`src/hw/sac_pkg.sv`:
```
// Shared constants and types for the SAR converter control block.
// Assumes a 10 MHz system clock and an APB master with 32-bit data.
package sac_pkg;

  // Register indices; byte address is four times the index
  localparam logic [7:0]  IDX_OPTION   = 8'h94;
  localparam logic [7:0]  IDX_FLAGS    = 8'h95;
  localparam logic [7:0]  IDX_RES_LOW  = 8'hAA;
  localparam logic [7:0]  IDX_RES_HIGH = 8'hAB;
  localparam logic [7:0]  IDX_CHREF    = 8'hAE;
  localparam logic [7:0]  IDX_AUX      = 8'hF8;
  localparam logic [11:0] ADDR_OPTION   = {2'b00, IDX_OPTION, 2'b00};
  localparam logic [11:0] ADDR_FLAGS    = {2'b00, IDX_FLAGS, 2'b00};
  localparam logic [11:0] ADDR_RES_LOW  = {2'b00, IDX_RES_LOW, 2'b00};
  localparam logic [11:0] ADDR_RES_HIGH = {2'b00, IDX_RES_HIGH, 2'b00};
  localparam logic [11:0] ADDR_CHREF    = {2'b00, IDX_CHREF, 2'b00};
  localparam logic [11:0] ADDR_AUX      = {2'b00, IDX_AUX, 2'b00};

  // Field positions
  localparam int OPT_RATE_LSB  = 2;
  localparam int FLG_DONE_BIT  = 4;
  localparam int AUX_START_BIT = 4;
  localparam int CH_CHAN_LSB   = 4;
  localparam int CH_REF_LSB    = 2;
  localparam int CH_FORCE_BIT  = 1;

  // Reset values and writable masks
  localparam logic [7:0] OPTION_RST  = 8'h00;
  localparam logic [7:0] OPTION_MASK = 8'hBF;
  localparam logic [7:0] CHREF_RST   = 8'hF0;
  localparam logic [7:0] CHREF_MASK  = 8'hFE;
  localparam logic [7:0] AUX_RST     = 8'h00;

  // Channel and reference codes
  localparam logic [3:0] CH_RESERVED  = 4'hA;
  localparam logic [3:0] CH_BANDGAP   = 4'hB;
  localparam logic [1:0] REF_SUPPLY   = 2'h0;
  localparam logic [1:0] REF_INTERNAL = 2'h1;

  // Clock divide ratios per rate code 00..11
  localparam logic [5:0] DIV_RATE0 = 6'h20;
  localparam logic [5:0] DIV_RATE1 = 6'h10;
  localparam logic [5:0] DIV_RATE2 = 6'h08;
  localparam logic [5:0] DIV_RATE3 = 6'h04;

  // Conversion timing in converter clocks
  localparam int RES_BITS      = 12;
  localparam int BIT_CYCLES    = 2;
  localparam int CONV_CYCLES   = 50;
  localparam int SAMPLE_CYCLES = CONV_CYCLES - RES_BITS * BIT_CYCLES;

  typedef enum logic [1:0] {PM_RUN, PM_IDLE, PM_HALT, PM_STOP} sac_pmode_e;
  typedef enum {ST_IDLE, ST_SAMPLE, ST_CONVERT} sac_state_e;

  typedef struct packed {
    logic        psel;
    logic        penable;
    logic        pwrite;
    logic [11:0] paddr;
    logic [31:0] pwdata;
  } sac_apb_req_s;

  typedef struct packed {
    logic [3:0]  muxChannel;
    logic        channelValid;
    logic        refInternal;
    logic        refValid;
    logic        bandgapEnable;
    logic        sampleEn;
    logic [11:0] trialCode;
  } sac_analog_s;

endpackage : sac_pkg

```
`src/hw/sac_clk_div.sv`:
```
// Divider that turns the system clock into a converter clock enable.
// Assumes restart is a same-clock pulse from the conversion control.
`timescale 1ns/1ps
module sac_clk_div
  import sac_pkg::*;
(
  input  wire logic       mclk,
  input  wire logic       reset_n,
  input  wire logic       restart,
  input  wire logic [1:0] rateSel,
  output logic            tick
);

  logic [5:0] divCnt_reg;
  logic [5:0] divLimit;

  always_comb begin
    unique case (rateSel)
      2'b00: divLimit = DIV_RATE0 - 6'h01;
      2'b01: divLimit = DIV_RATE1 - 6'h01;
      2'b10: divLimit = DIV_RATE2 - 6'h01;
      2'b11: divLimit = DIV_RATE3 - 6'h01;
    endcase
  end

  // Restart counts its own edge, so the registered tick lands on
  // whole periods after the start write
  always_ff @(posedge mclk) begin
    if (!reset_n) begin
      divCnt_reg <= 6'h00;
    end else if (restart) begin
      divCnt_reg <= 6'h01;
    end else if (divCnt_reg >= divLimit) begin
      divCnt_reg <= 6'h00;
    end else begin
      divCnt_reg <= divCnt_reg + 6'h01;
    end
  end

  always_ff @(posedge mclk) begin
    if (!reset_n || restart) begin
      tick <= 1'b0;
    end else begin
      tick <= (divCnt_reg >= divLimit);
    end
  end

endmodule : sac_clk_div

```
`src/hw/sac_adc_ctrl.sv`:
```
// SAR converter control: APB registers, sequencing and result capture.
// Assumes the comparator output is asynchronous; power mode and
// interrupt enable come from logic on mclk.
//
// The APB register port was chosen for this implementation.
`timescale 1ns/1ps
module sac_adc_ctrl
  import sac_pkg::*;
(
  input  wire logic         mclk,
  input  wire logic         reset_n,
  input  wire sac_apb_req_s apbReq,
  output logic              pready,
  output logic [31:0]       prdata,
  output logic              pslverr,
  input  wire logic         compIn,
  input  wire sac_pmode_e   powerMode,
  input  wire logic         adcIntEn,
  output sac_analog_s       analogCtrl,
  output logic              adcIrq
);

  logic [7:0]  option_reg;
  logic [7:0]  chref_reg;
  logic [7:0]  aux_reg;
  logic        doneFlag_reg;
  logic [7:0]  resHigh_reg;
  logic [3:0]  resLow_reg;
  logic [11:0] approx_reg;
  logic [11:0] bitMask_reg;
  logic [5:0]  tickCnt_reg;
  sac_state_e  state_reg;
  logic [2:0]  compSync_reg;
  logic        compStable_reg;
  logic        tick;
  logic        setupPhase;
  logic        wrEn;
  logic        startWr;
  logic        stopWr;
  logic        doneEvt;
  logic        flagClr;
  logic        mapped;
  logic [7:0]  rdByte;
  logic [11:0] finalCode;

  assign setupPhase = apbReq.psel && !apbReq.penable;
  assign wrEn = apbReq.psel && apbReq.penable && pready && apbReq.pwrite;
  assign startWr = wrEn && apbReq.paddr == ADDR_AUX
                   && apbReq.pwdata[AUX_START_BIT];
  assign stopWr = wrEn && apbReq.paddr == ADDR_AUX
                  && !apbReq.pwdata[AUX_START_BIT];
  assign flagClr = startWr || wrEn && apbReq.paddr == ADDR_FLAGS
                   && !apbReq.pwdata[FLG_DONE_BIT];
  assign doneEvt = state_reg == ST_CONVERT && tick
                   && tickCnt_reg == 6'(CONV_CYCLES - 1);
  // Last bit resolved in the same edge as the capture
  assign finalCode = compStable_reg ? approx_reg
                                    : (approx_reg & ~bitMask_reg);

  sac_clk_div u_div (
    .mclk    (mclk),
    .reset_n (reset_n),
    .restart (startWr),
    .rateSel (option_reg[OPT_RATE_LSB +: 2]),
    .tick    (tick)
  );

  // Comparator crosses in from the analog side
  always_ff @(posedge mclk) begin
    if (!reset_n) begin
      compSync_reg <= 3'h0;
    end else begin
      compSync_reg <= {compSync_reg[1:0], compIn};
    end
  end

  always_ff @(posedge mclk) begin
    if (!reset_n) begin
      compStable_reg <= 1'b0;
    end else if (compSync_reg[1] == compSync_reg[2]) begin
      compStable_reg <= compSync_reg[2];
    end
  end

  always_comb begin
    mapped = 1'b1;
    rdByte = 8'h00;
    unique case (apbReq.paddr)
      ADDR_OPTION:   rdByte = option_reg;
      ADDR_FLAGS:    rdByte = 8'(doneFlag_reg) << FLG_DONE_BIT;
      ADDR_RES_LOW:  rdByte = {resLow_reg, 4'h0};
      ADDR_RES_HIGH: rdByte = resHigh_reg;
      ADDR_CHREF:    rdByte = chref_reg;
      ADDR_AUX:      rdByte = aux_reg;
      default:       mapped = 1'b0;
    endcase
  end

  // Answer is prepared in the setup cycle, so no wait states
  always_ff @(posedge mclk) begin
    if (!reset_n) begin
      pready  <= 1'b0;
      prdata  <= 32'h0000_0000;
      pslverr <= 1'b0;
    end else begin
      pready  <= setupPhase;
      pslverr <= setupPhase && !mapped;
      if (setupPhase && !apbReq.pwrite) begin
        prdata <= {24'h00_0000, rdByte};
      end
    end
  end

  always_ff @(posedge mclk) begin
    if (!reset_n) begin
      option_reg <= OPTION_RST;
    end else if (wrEn && apbReq.paddr == ADDR_OPTION) begin
      option_reg <= apbReq.pwdata[7:0] & OPTION_MASK;
    end
  end

  always_ff @(posedge mclk) begin
    if (!reset_n) begin
      chref_reg <= CHREF_RST;
    end else if (wrEn && apbReq.paddr == ADDR_CHREF) begin
      chref_reg <= apbReq.pwdata[7:0] & CHREF_MASK;
    end
  end

  // A new start write wins over the end of the running one
  always_ff @(posedge mclk) begin
    if (!reset_n) begin
      aux_reg <= AUX_RST;
    end else if (wrEn && apbReq.paddr == ADDR_AUX) begin
      aux_reg <= apbReq.pwdata[7:0];
    end else if (doneEvt) begin
      aux_reg[AUX_START_BIT] <= 1'b0;
    end
  end

  // Set wins over any clear in the same cycle
  always_ff @(posedge mclk) begin
    if (!reset_n) begin
      doneFlag_reg <= 1'b0;
    end else if (doneEvt) begin
      doneFlag_reg <= 1'b1;
    end else if (flagClr) begin
      doneFlag_reg <= 1'b0;
    end
  end

  always_ff @(posedge mclk) begin
    if (!reset_n) begin
      adcIrq <= 1'b0;
    end else begin
      adcIrq <= (doneEvt || doneFlag_reg && !flagClr) && adcIntEn;
    end
  end

  always_ff @(posedge mclk) begin
    if (!reset_n) begin
      state_reg <= ST_IDLE;
    end else if (startWr) begin
      state_reg <= ST_SAMPLE;
    end else if (stopWr || doneEvt) begin
      state_reg <= ST_IDLE;
    end else if (state_reg == ST_SAMPLE && tick
                 && tickCnt_reg == 6'(SAMPLE_CYCLES - 1)) begin
      state_reg <= ST_CONVERT;
    end
  end

  always_ff @(posedge mclk) begin
    if (!reset_n || startWr) begin
      tickCnt_reg <= 6'h00;
    end else if (state_reg != ST_IDLE && tick) begin
      tickCnt_reg <= tickCnt_reg + 6'h01;
    end
  end

  // Each bit: trial on the first clock, decision on the second
  always_ff @(posedge mclk) begin
    if (!reset_n || startWr) begin
      approx_reg  <= 12'h000;
      bitMask_reg <= 12'h000;
    end else if (tick && state_reg == ST_SAMPLE
                 && tickCnt_reg == 6'(SAMPLE_CYCLES - 1)) begin
      approx_reg  <= 12'h800;
      bitMask_reg <= 12'h800;
    end else if (tick && state_reg == ST_CONVERT && tickCnt_reg[0]) begin
      approx_reg  <= finalCode | (bitMask_reg >> 1);
      bitMask_reg <= bitMask_reg >> 1;
    end
  end

  // Both bytes in the flag's edge; no torn result
  always_ff @(posedge mclk) begin
    if (!reset_n) begin
      resHigh_reg <= 8'h00;
      resLow_reg  <= 4'h0;
    end else if (doneEvt) begin
      resHigh_reg <= finalCode[11:4];
      resLow_reg  <= finalCode[3:0];
    end
  end

  // Reference choice left to software when bandgap is measured
  always_ff @(posedge mclk) begin
    if (!reset_n) begin
      analogCtrl <= '0;
    end else begin
      analogCtrl.muxChannel <= chref_reg[CH_CHAN_LSB +: 4];
      analogCtrl.channelValid <=
        chref_reg[CH_CHAN_LSB +: 4] != CH_RESERVED;
      analogCtrl.refInternal <=
        chref_reg[CH_REF_LSB +: 2] == REF_INTERNAL;
      analogCtrl.refValid <=
        chref_reg[CH_REF_LSB +: 2] <= REF_INTERNAL;
      analogCtrl.bandgapEnable <=
        !(powerMode == PM_HALT || powerMode == PM_STOP)
        && (chref_reg[CH_CHAN_LSB +: 4] == CH_BANDGAP
            || chref_reg[CH_FORCE_BIT]);
      analogCtrl.sampleEn <= state_reg == ST_SAMPLE;
      analogCtrl.trialCode <= approx_reg;
    end
  end

  logic [11:0] convAge_reg;
  logic [5:0]  divNow;
  assign divNow = DIV_RATE0 >> option_reg[OPT_RATE_LSB +: 2];
  always_ff @(posedge mclk) begin
    if (!reset_n || startWr) begin
      convAge_reg <= 12'h000;
    end else if (state_reg != ST_IDLE) begin
      convAge_reg <= convAge_reg + 12'h001;
    end
  end
endmodule : sac_adc_ctrl

```
`config.mk`:
```
export PLATFORM = sky130hd
export DESIGN_NAME = sac_adc_ctrl
export DESIGN_NICKNAME = d
export VERILOG_FILES = /design/src/hw/sac_pkg.sv /design/src/hw/sac_clk_div.sv /design/src/hw/sac_adc_ctrl.sv
export SDC_FILE = /design/constraint.sdc
export NUM_CORES = 1
export LEC_CHECK = 0
export BUFFER_PORTS_ARGS = -buffer_cell sky130_fd_sc_hd__buf_2
export CORE_UTILIZATION = 48
export DETAILED_ROUTE_END_ITERATION = 7
export PLACE_DENSITY = 0.76
export SLEW_MARGIN = 20
export SYNTH_ARGS = -nofsm -noshare
export SYNTH_HDL_FRONTEND = slang
export SYNTH_HIERARCHICAL = 1
export SYNTH_SLANG_ARGS = --single-unit
```
`constraint.sdc`:
```
create_clock -name mclk -period 1.8 [get_ports mclk]
set_input_delay 0.09 -clock mclk [delete_from_list [all_inputs] [get_ports mclk]]
set_output_delay 0.09 -clock mclk [all_outputs]
set_load 0.02 [all_outputs]
```
# After elaboration in Yosys (flattened, before gate mapping)
# Index checks and enable logic that the tools add are counted.
[op_classes] addsub=2 magnitude_cmp=2 eq_ne=19 mux=17 bitwise_logic=4 reduce_logical=45
[op_table] op="equality test 12 x 10 -> 1 bit (second input constant)" count=6
[op_table] op="two-way mux 12 bit" count=5
[op_table] op="case mux 8 bit (6 select lines)" count=1
[op_table] op="nonzero test 32 bit" count=1
[op_table] op="case mux 6 bit (4 select lines)" count=1
[op_table] op="logical AND 1 bit" count=22
[op_table] op="adder 6 x 1 -> 6 bit (second input constant)" count=2
[op_table] op="bitwise AND 12 bit" count=1
[op_table] op="equality test 2 bit (second input constant)" count=6
[op_table] op="NOT 12 bit" count=1
[op_table] op="bitwise OR 12 x 11 -> 12 bit" count=1
[op_table] op="two-way mux 1 bit" count=10
[op_table] op="zero test 1 bit" count=7
[op_table] op="equality test 6 x 5 -> 1 bit (second input constant)" count=1
[op_table] op="equality test 6 bit (second input constant)" count=1
[op_table] op=">= comparator 6 bit" count=1
[op_table] op="logical OR 1 bit" count=6
[op_table] op="nonzero test 2 bit" count=3
[op_table] op="OR reduction 3 bit" count=2
[op_table] op="OR reduction 6 bit" count=1
[op_table] op="equality test 2 x 1 -> 1 bit (second input constant)" count=2
[op_table] op="equality test 4 bit (second input constant)" count=1
[op_table] op="!= test 4 bit (second input constant)" count=1
[op_table] op="nonzero test 3 bit" count=1
[op_table] op="5 further kinds" count=5
[totals] reg_bits=110 input_bits=53 out_inout_bits=56 wordCells=119

# Logic depth before layout (Yosys ltp)
# Gate-level depths: netlist of run 1.
[depth] word_depth=10 mapped_depth=8 mapped_depth_nobuf=7

# Modules after synthesis
# Netlist of run 1, hierarchy kept.
[modules_own_cells] mod="sac_adc_ctrl" n_inst=1 cells_each=452 area_per_inst_um2=4141.5 seq_area_each_um2=2062.0
[modules_own_cells] mod="sac_clk_div" n_inst=1 cells_each=36 area_per_inst_um2=374.1 seq_area_each_um2=140.1

# Least setup slack after synthesis of run 1
# No wires, ideal clock.
[synth_path] path_type="in2reg" from="in apbReq[36] (netlist name)" to="reg u_div.divCnt_reg[2]" setup_time_ns=0.124 arrival_time_ns=1.664 required_time_ns=1.676 slack_ns=0.011 cell_stages=8 n_path_buf=1 path_cell_list="or4b_1 -> nor4_1 -> buf_2 -> nand2_1 -> inv_1 -> nor2b_1 -> o2111ai_2 -> nor2_1"
[synth_via] elab_chain_len=4
[synth_lines] element="from (decl)" line="sac_adc_ctrl.sv:12" source="input wire sac_apb_req_s apbReq,"
[synth_lines] element="equality test 12 x 10 -> 1 bit" line="sac_adc_ctrl.sv:48" source="assign startWr = wrEn && apbReq.paddr == ADDR_AUX"
[synth_lines] element="logical AND 1 bit" line="sac_adc_ctrl.sv:48"
[synth_lines] element="logical AND 1 bit" line="sac_adc_ctrl.sv:49" source="&& apbReq.pwdata[AUX_START_BIT];"
[synth_lines] element="via startWr" line="sac_adc_ctrl.sv:38" source="logic startWr;"
[synth_lines] element="OR reduction 3 bit (no line)"
[synth_lines] element="to (signal assigned)" line="sac_clk_div.sv:36" source="divCnt_reg <= divCnt_reg + 6'h01;"
[synth_lines] element="to (decl)" line="sac_clk_div.sv:14" source="logic [5:0] divCnt_reg;"
# The timed path passes the listed nets, and every way through them passes these cells.
# A chain may end at the register's enable or synchronous reset.

# Worst setup path in the final report of run 1
[layout_path] from="in apbReq[45] (netlist name)" to="reg aux_reg[3]"
[layout_via] elab_chain_len=4
[layout_lines] element="logical AND 1 bit (3 in series)" line="sac_adc_ctrl.sv:47" source="assign wrEn = apbReq.psel && apbReq.penable && pready && apbReq.pwrite;"
[layout_lines] element="logical AND 1 bit" line="sac_adc_ctrl.sv:134" source="end else if (wrEn && apbReq.paddr == ADDR_AUX) begin"
[layout_lines] element="to (signal assigned)" line="sac_adc_ctrl.sv:135" source="aux_reg <= apbReq.pwdata[7:0];"
[layout_lines] element="to (decl)" line="sac_adc_ctrl.sv:25" source="logic [7:0] aux_reg;"
# No other way between the ends.

==> results of run 1 <==
-- how the worst min path moves through the flow --
stage                       from  cells after the start        endpoint  slack (ns)
global route           apbReq[4]                      3    chref_reg[4]        0.02
detailed placement  powerMode[1]                      2  analogCtrl[13]        0.25
finish                 apbReq[4]                      3    chref_reg[4]        0.01
CTS                    apbReq[4]                      3    chref_reg[4]       0.002
floorplan           powerMode[1]                      1  analogCtrl[13]        0.17
global placement    powerMode[1]                      2  analogCtrl[13]        0.25
-- cells by family after synthesis --
logic type	Yosys count	share of synthesized area [%]
AND/OR/NAND/NOR	176	21.56
flip-flops	110	48.77
AO/OA/AOI/OAI	101	13.72
buffers and inverters	66	8.202
multiplexers	20	4.461
XOR/XNOR	8	1.552
adder cells (fa/ha/maj)	6	1.662
other	1	0.08305
-- synthesized netlist by cell type (3+ instances only) --
master	instances	share of area, %
sky130_fd_sc_hd__nand2_1	67	5.6
sky130_fd_sc_hd__and3_1	5	0.69
sky130_fd_sc_hd__nand4b_1	4	0.78
sky130_fd_sc_hd__a221oi_1	3	0.58
sky130_fd_sc_hd__nand3_1	11	1.2
sky130_fd_sc_hd__inv_1	20	1.7
sky130_fd_sc_hd__a21oi_1	49	5.4
sky130_fd_sc_hd__buf_6	4	1.0
sky130_fd_sc_hd__xnor2_1	4	0.78
sky130_fd_sc_hd__buf_4	24	4.0
sky130_fd_sc_hd__dfxtp_1	110	49
sky130_fd_sc_hd__o211ai_1	13	2.2
sky130_fd_sc_hd__clkbuf_1	13	1.1
sky130_fd_sc_hd__nor2_1	28	2.3
sky130_fd_sc_hd__mux2i_1	19	4.2
sky130_fd_sc_hd__ha_1	6	1.7
sky130_fd_sc_hd__and2_1	22	3.0
sky130_fd_sc_hd__nand2b_1	3	0.42
sky130_fd_sc_hd__a32oi_1	3	0.58
sky130_fd_sc_hd__nor4_1	5	0.69
sky130_fd_sc_hd__o21ai_0	15	1.7
sky130_fd_sc_hd__o21ai_1	4	0.44
sky130_fd_sc_hd__xor2_1	4	0.78
-- where the power goes --
part           switching, mW  internal (mW)
Sequential           0.00842           2.45
Clock                  0.818          0.655
Combinational          0.153         0.0833
Total                  0.980           3.19
-- metal layers --
layer | track usage, % | share of wire, % | vias to the layer above
met3 | 3.901 | 4.4 | 14
li1 | - | - | 1800
met4 | 10.45 | 1.9 | 0
met5 | 0 | 0 | -
met1 | 25.21 | 45 | 1692
met2 | 35.18 | 49 | 99
-- stage by stage --
step           worst slack (ns)  setup TNS, ns
2_1_floorplan           0.01126              0
3_3_place_gp           -0.08105        -0.7597
3_5_place_dp            -0.1422         -1.433
4_1_cts                  0.1585              0
5_1_grt                 0.02183              0
6_report                 0.1482              0
-- area by class of cell --
cell class                 count  share of cell area (%)
inverter                      21                   1.495
sequential                   110                   41.77
clock buffer                  10                   2.420
multi-input combinational    335                   38.61
tap                          111                   2.634
clock inverter                 6                   1.258
timing repair buffer          95                   11.82
-- placed cells by master, fill, tap and decap left out, types with 5 or more instances in the layout --
cell / n
sky130_fd_sc_hd__and2_1: 22
sky130_fd_sc_hd__nand3_1: 11
sky130_fd_sc_hd__o211ai_1: 13
sky130_fd_sc_hd__buf_2: 59
sky130_fd_sc_hd__conb_1: 24
sky130_fd_sc_hd__ha_1: 6
sky130_fd_sc_hd__dfxtp_1: 110
sky130_fd_sc_hd__buf_4: 21
sky130_fd_sc_hd__nor2_1: 28
sky130_fd_sc_hd__clkbuf_8: 9
sky130_fd_sc_hd__nand2_1: 67
sky130_fd_sc_hd__a21oi_1: 49
sky130_fd_sc_hd__dlygate4sd3_1: 13
sky130_fd_sc_hd__mux2i_1: 19
sky130_fd_sc_hd__inv_1: 20
sky130_fd_sc_hd__o21ai_0: 15
sky130_fd_sc_hd__and3_1: 5
-- worst max-delay path, stage by stage --
cell and delay, ns:
sky130_fd_sc_hd__dlygate4sd3_1 0.52, sky130_fd_sc_hd__buf_2 0.14, sky130_fd_sc_hd__nand4_1 0.16, sky130_fd_sc_hd__nor4_2 0.45
sky130_fd_sc_hd__buf_4 0.27, sky130_fd_sc_hd__mux2i_1 0.21, sky130_fd_sc_hd__nor2_1 0.06
==> impl_metrics.sql, run 1 <==
INSERT INTO impl_metrics (metric_group, metric, value, unit) VALUES
('run_status', 'outcome', 'completed', ''),
('layout', 'number_of_standard_cells_in_the_layout_taps_in_and_fillers_out', '688', ''),
('place', 'finalWeightedCongestion', '0.7879', ''),
('worst_setup_path', 'startpoint_type', 'input port', ''),
('worst_setup_path', 'crit_arrival', '1.91', 'ns'),
('sta', 'final-setup-viol-count', '0', ''),
('floorplanning', 'fp.coreArea', '9196', 'µm²'),
('sta', 'worst_hold_slack', '0.01173', 'ns'),
('global_route', 'grt_use_total', '20.76', '%'),
('routing', 'post_drt_via_cell_ratio', '5.240', ''),
('routing', 'num_vias', '3605', ''),
('clocking', 'post_cts.resized_instances', '0', ''),
('worst_setup_path', 'reg2reg_depth', '5', ''),
('routing', 'detail_route.wirelength', '9.554', 'mm'),
('layout', 'post_route_cells_drive_above_1_share', '20.28', '%'),
('power_and_ir_drop', 'total_power', '4.168', 'mW'),
('clocking', 'numCtsBuffers', '9', ''),
('routing', 'antenna_violating_nets_left', '0', ''),
('worst_setup_path', 'cp.required', '2.06', 'ns'),
('sta', 'fin_worst_skew', '0.01316', 'ns'),
('layout', 'antenna-diode-count', '0', ''),
('place', 'placement.cell_area', '4949', 'µm²'),
('worst_setup_path', 'cp-endpoint', 'aux_reg[3]', ''),
('power_and_ir_drop', 'ir_worst_vdd', '0.3606', 'mV'),
('routing', 'drt_iter0_drc', '140', ''),
('worst_setup_path', 'endpoint_kind', 'flop', ''),
('global_route', 'grt_first_pass_wirelength', '16.06', 'mm'),
('synth', 'yosys_warnings', '6', ''),
('global_route', 'antenna_found_initial', '0', ''),
('synth', 'synth-main-ff-cell', 'sky130_fd_sc_hd__dfxtp_1', ''),
('sta', 'final_hold_viol_count', '0', ''),
('worst_setup_path', 'setup.worst_path.class', 'input port to flop', ''),
('clocking', 'clock_sink_count', '110', ''),
('clocking', 'cts_max_path_buffers', '2', ''),
('layout', 'final_core_utilization', '57.33', '%'),
('floorplanning', 'ioPinCount', '109', ''),
('synth', 'synth.yosys.seq_area_share', '48.77', '%'),
('global_route', 'first_global_vias', '3555', ''),
('synth', 'postSynth.asyncResetShare', '0', '%'),
('sta', 'achievable-frequency', '605.4', 'MHz'),
('place', 'numPlacedInstances', '659', ''),
('sta', 'post-route-min-period', '1.652', 'ns'),
('layout', 'multiInputGateArea', '2036', 'µm²'),
('power_and_ir_drop', 'p_per_area', '790.5', 'nW/µm²'),
('clocking', 'clk_latency', '0.37', 'ns'),
('worst_setup_path', 'critPathLaunch', 'apbReq[45]', ''),
('synth', 'synth_enable_flop_cells', '0', ''),
('routing', 'detail_route.drc_violations', '0', ''),
('floorplanning', 'fp-row-count', '35', ''),
('synth', 'postSynthAreaPerCell', '9.253', 'µm²'),
('layout', 'seq_area', '2202', 'µm²'),
('clocking', 'postCtsHoldBufs', '13', ''),
('global_route', 'gr-total-overflow', '0', ''),
('synth', 'synth.lib_cells_used.distinct', '62', ''),
('layout', 'layout.filler_cells', '793', ''),
('routing', 'firstDrtPassIters', '4', ''),
('synth', 'syn_area', '4516', 'µm²'),
('clocking', 'cts_tree', 'done', ''),
('layout', 'area_growth', '16.76', '%'),
('clocking', 'postCtsSetupBuffers', '0', ''),
('worst_setup_path', 'top_fanout_value_on_the_critical_path', '7', ''),
('worst_setup_path', 'critical_path.reg2reg.startpoint', 'pready', ''),
('floorplanning', 'die_y', '98.99', 'µm'),
('place', 'port-buffer-count', '59', ''),
('clocking', 'clk_pin_slew_worst_paths', '0.10', 'ns'),
('floorplanning', 'die_area', '9799', 'µm²'),
('hold_path', 'hold_path.class', 'input port to flop', ''),
('worst_setup_path', 'worst_r2r_endpoint', 'aux_reg[3]', ''),
('place', 'half_perimeter_wire_length_after_placement', '6.850', 'mm'),
('clocking', 'htreeDepth', '3', ''),
('floorplanning', 'die_width', '98.99', 'µm'),
('layout', 'largest_reg_flops', '21', ''),
('clocking', 'cts_root_buffer', 'sky130_fd_sc_hd__clkbuf_8', ''),
('sta', 'maxSlewViolCount', '0', ''),
('sta', 'rsz0062_at_grt', 'no', ''),
('sta', 'finalCritPeriodShare', '91.77', '%'),
('layout', 'finalNetCount', '631', ''),
('floorplanning', 'initial_core_util', '49.10', '%'),
('routing', 'wire_per_inst', '13.89', 'µm'),
('run', 'cap_viol_max_count', '0', ''),
('worst_setup_path', 'reg2reg_slack', '0.15', 'ns'),
('synth', 'ys_ff_latch', '110', ''),
('global_route', 'grt_start_max_net_pins', '30', ''),
('power_and_ir_drop', 'static-leakage-power', '2.083', 'nW'),
('synth', 'netlist_instances', '488', ''),
('layout', 'fin_area', '5273', 'µm²');
Power figures use the tool's default switching activity.
==> run 2, diff against run 1 <==
--- a/config.mk
+++ b/config.mk
@@ -9,6 +9,8 @@
 export CORE_UTILIZATION = 48
 export DETAILED_ROUTE_END_ITERATION = 7
 export PLACE_DENSITY = 0.76
+export REMOVE_ABC_BUFFERS = 1
+export SETUP_SLACK_MARGIN = 0.15
 export SLEW_MARGIN = 20
 export SYNTH_ARGS = -nofsm -noshare
 export SYNTH_HDL_FRONTEND = slang
==> impl_metrics.sql, run 2 (synthesis results as in run 1) <==
INSERT INTO impl_metrics (metric_group, metric, value, unit) VALUES
('floorplanning', 'die_width', '98.99', 'µm'),
('power_and_ir_drop', 'switching_share', '23.07', '%'),
('layout', 'final_core_utilization', '57.80', '%'),
('power_and_ir_drop', 'ir_worst_vdd', '0.5266', 'mV'),
('layout', 'finalNetCount', '630', ''),
('global_route', 'grt_start_max_net_pins', '40', ''),
('sta', 'fin_tns_setup', '0', 'ns'),
('clocking', 'htreeDepth', '3', ''),
('routing', 'firstDrtPassIters', '4', ''),
('sta', 'final_hold_viol_count', '0', ''),
('sta', 'fin_worst_skew', '0.01191', 'ns'),
('worst_setup_path', 'crit_arrival', '1.84', 'ns'),
('hold_path', 'hold_path.class', 'input port to flop', ''),
('global_route', 'gr-total-overflow', '0', ''),
('floorplanning', 'initial_core_util', '49.10', '%'),
('floorplanning', 'fp.coreArea', '9196', 'µm²'),
('clocking', 'clk_latency', '0.37', 'ns'),
('sta', 'finalCritPeriodShare', '89.00', '%'),
('layout', 'area_growth', '17.71', '%'),
('routing', 'wire_per_inst', '14.11', 'µm'),
('run_status', 'outcome', 'completed', ''),
('sta', 'final-setup-viol-count', '0', ''),
('place', 'finalWeightedCongestion', '0.8097', ''),
('worst_setup_path', 'endpoint_kind', 'flop', ''),
('global_route', 'grt_use_total', '20.44', '%'),
('routing', 'num_vias', '3608', ''),
('place', 'half_perimeter_wire_length_after_placement', '6.739', 'mm'),
('power_and_ir_drop', 'static-leakage-power', '2.087', 'nW'),
('global_route', 'grt_first_pass_wirelength', '15.84', 'mm'),
('clocking', 'clock_sink_count', '110', ''),
('power_and_ir_drop', 'share_seq_of_total_power', '57.9', '%'),
('sta', 'maxSlewHeadroom', '65.28', '%'),
('worst_setup_path', 'top_fanout_value_on_the_critical_path', '7', ''),
('layout', 'layout.cells.most_common', 'sky130_fd_sc_hd__dfxtp_1', ''),
('sta', 'post-route-min-period', '1.602', 'ns'),
('clocking', 'cts_max_path_buffers', '2', ''),
('layout', 'layout.filler_cells', '820', ''),
('floorplanning', 'ioPinCount', '109', ''),
('layout', 'antenna-diode-count', '0', ''),
('sta', 'achievable-frequency', '624.2', 'MHz'),
('global_route', 'antenna_found_initial', '0', ''),
('floorplanning', 'die_y', '98.99', 'µm'),
('power_and_ir_drop', 'clkPwrFrac', '36.6', '%'),
('floorplanning', 'fp-row-count', '35', ''),
('layout', 'post_route_cells_drive_above_1_share', '22.22', '%'),
('power_and_ir_drop', 'internal_power', '3.267', 'mW'),
('worst_setup_path', 'setup.worst_path.class', 'input port to flop', ''),
('floorplanning', 'die_area', '9799', 'µm²'),
('sta', 'worst_slew_pin_tran', '0.5193', 'ns'),
('sta', 'rsz0062_at_grt', 'no', ''),
('power_and_ir_drop', 'power.share.combinational', '5.5', '%'),
('routing', 'antenna_violating_nets_left', '0', ''),
('routing', 'detail_route.drc_violations', '0', ''),
('layout', 'layout.cells.most_common_list', '108 x sky130_fd_sc_hd__dfxtp_1, 67 x sky130_fd_sc_hd__nand2_1, 59 x sky130_fd_sc_hd__buf_2', ''),
('clocking', 'numCtsBuffers', '9', ''),
('clocking', 'cts_root_buffer', 'sky130_fd_sc_hd__clkbuf_8', ''),
('sta', 'worst_hold_slack', '0.03138', 'ns'),
('worst_setup_path', 'cp.required', '2.04', 'ns'),
('sta', 'maxSlewViolCount', '0', ''),
('place', 'port-buffer-count', '59', ''),
('clocking', 'cts_tree', 'done', ''),
('worst_setup_path', 'startpoint_type', 'input port', ''),
('routing', 'detail_route.wirelength', '9.691', 'mm'),
('clocking', 'clk_pin_slew_worst_paths', '0.09', 'ns'),
('layout', 'largest_reg_flops', '21', ''),
('routing', 'drt_iter0_drc', '162', ''),
('routing', 'post_drt_via_cell_ratio', '5.252', ''),
('power_and_ir_drop', 'netSwitchingPower', '979.6', 'µW'),
('run', 'cap_viol_max_count', '0', ''),
('global_route', 'first_global_vias', '3426', ''),
('power_and_ir_drop', 'p_per_area', '799.0', 'nW/µm²');
[run 2: cell count changes in the layout (fill, tap and decap cells not counted), moves of 2 or more]
| cell | delta |
|---|---|
| sky130_fd_sc_hd__dfxtp_2 | +2 |
| sky130_fd_sc_hd__inv_1 | -2 |
| sky130_fd_sc_hd__buf_6 | +2 |
| sky130_fd_sc_hd__dfxtp_1 | -2 |
| sky130_fd_sc_hd__inv_2 | +2 |
| sky130_fd_sc_hd__o21ai_0 | -3 |
| sky130_fd_sc_hd__clkbuf_8 | +2 |
| sky130_fd_sc_hd__inv_6 | -2 |
| sky130_fd_sc_hd__o21ai_1 | +3 |
[run 2: final timing paths]
kind / to / cells past startpoint / slack [ns] / start
worst max-delay path: option_reg[7] / 7 / 0.20 / apbReq[35]
worst min-delay path: pready / 3 / 0.03 / reset_n
worst max register to register: approx_reg[4] / 4 / 0.23 / state_reg[0]
worst min register to register: compSync_reg[1] / 1 / 0.44 / compSync_reg[0]
[run 2: area by class of cell]
type	count	area, µm²	share of cell area (%)
multi-input combinational	335	2069	38.94
sequential	110	2205	41.48
timing repair buffer	94	608.1	11.44
tap	111	138.9	2.613
clock buffer	11	151.4	2.848
inverter	21	78.83	1.483
clock inverter	5	63.81	1.201
[run 2: what timing repair did]
action,CTS,global route
setup endpoints to repair,4,40
pin swaps,0,3
gates resized for setup,1,18
cloned,0,1
buffers inserted,0,1
hold endpoints to repair,18,0
hold buffers,12,0
[run 2: critical path, cell delays in order]
cell	delay (ns)
sky130_fd_sc_hd__buf_2	0.12
sky130_fd_sc_hd__or4b_4	0.58
sky130_fd_sc_hd__nor4_1	0.40
sky130_fd_sc_hd__buf_4	0.21
sky130_fd_sc_hd__nand2_1	0.18
sky130_fd_sc_hd__mux2i_1	0.21
sky130_fd_sc_hd__nor2_1	0.06
[run 2: metal layers]
metal	wire length [µm]	vias up	GRT usage [%]
met2	4740	96	34.97
met1	4262	1693	24.63
li1	-	1801	-
met3	502	18	5.177
met4	185	0	7.922
met5	0	-	0
[run 2: metrics by stage]
stage / area, µm² / instances / total power, mW / setup slack (ns)
CTS: 5259 / 685 / 4.279 / 0.1903
detailed placement: 4921 / 657 / 2.729 / -0.1502
finish: 5315 / 687 / 4.247 / 0.1980
global route: 5315 / 687 / 4.409 / 0.08605
global placement: 4921 / 657 / 2.724 / -0.1342
floorplan: 4310 / 466 / 2.636 / -0.9424
[run 2: power by group through the flow]
| stage | registers, mW | logic [mW] | clock network [mW] |
|---|---|---|---|
| after detailed placement | 2.51 | 0.214 | 0 |
| after global placement | 2.51 | 0.210 | 0 |
| after global routing | 2.46 | 0.258 | 1.69 |
| after CTS | 2.46 | 0.235 | 1.59 |
| after floorplan | 2.53 | 0.109 | 0 |
| final | 2.46 | 0.236 | 1.55 |
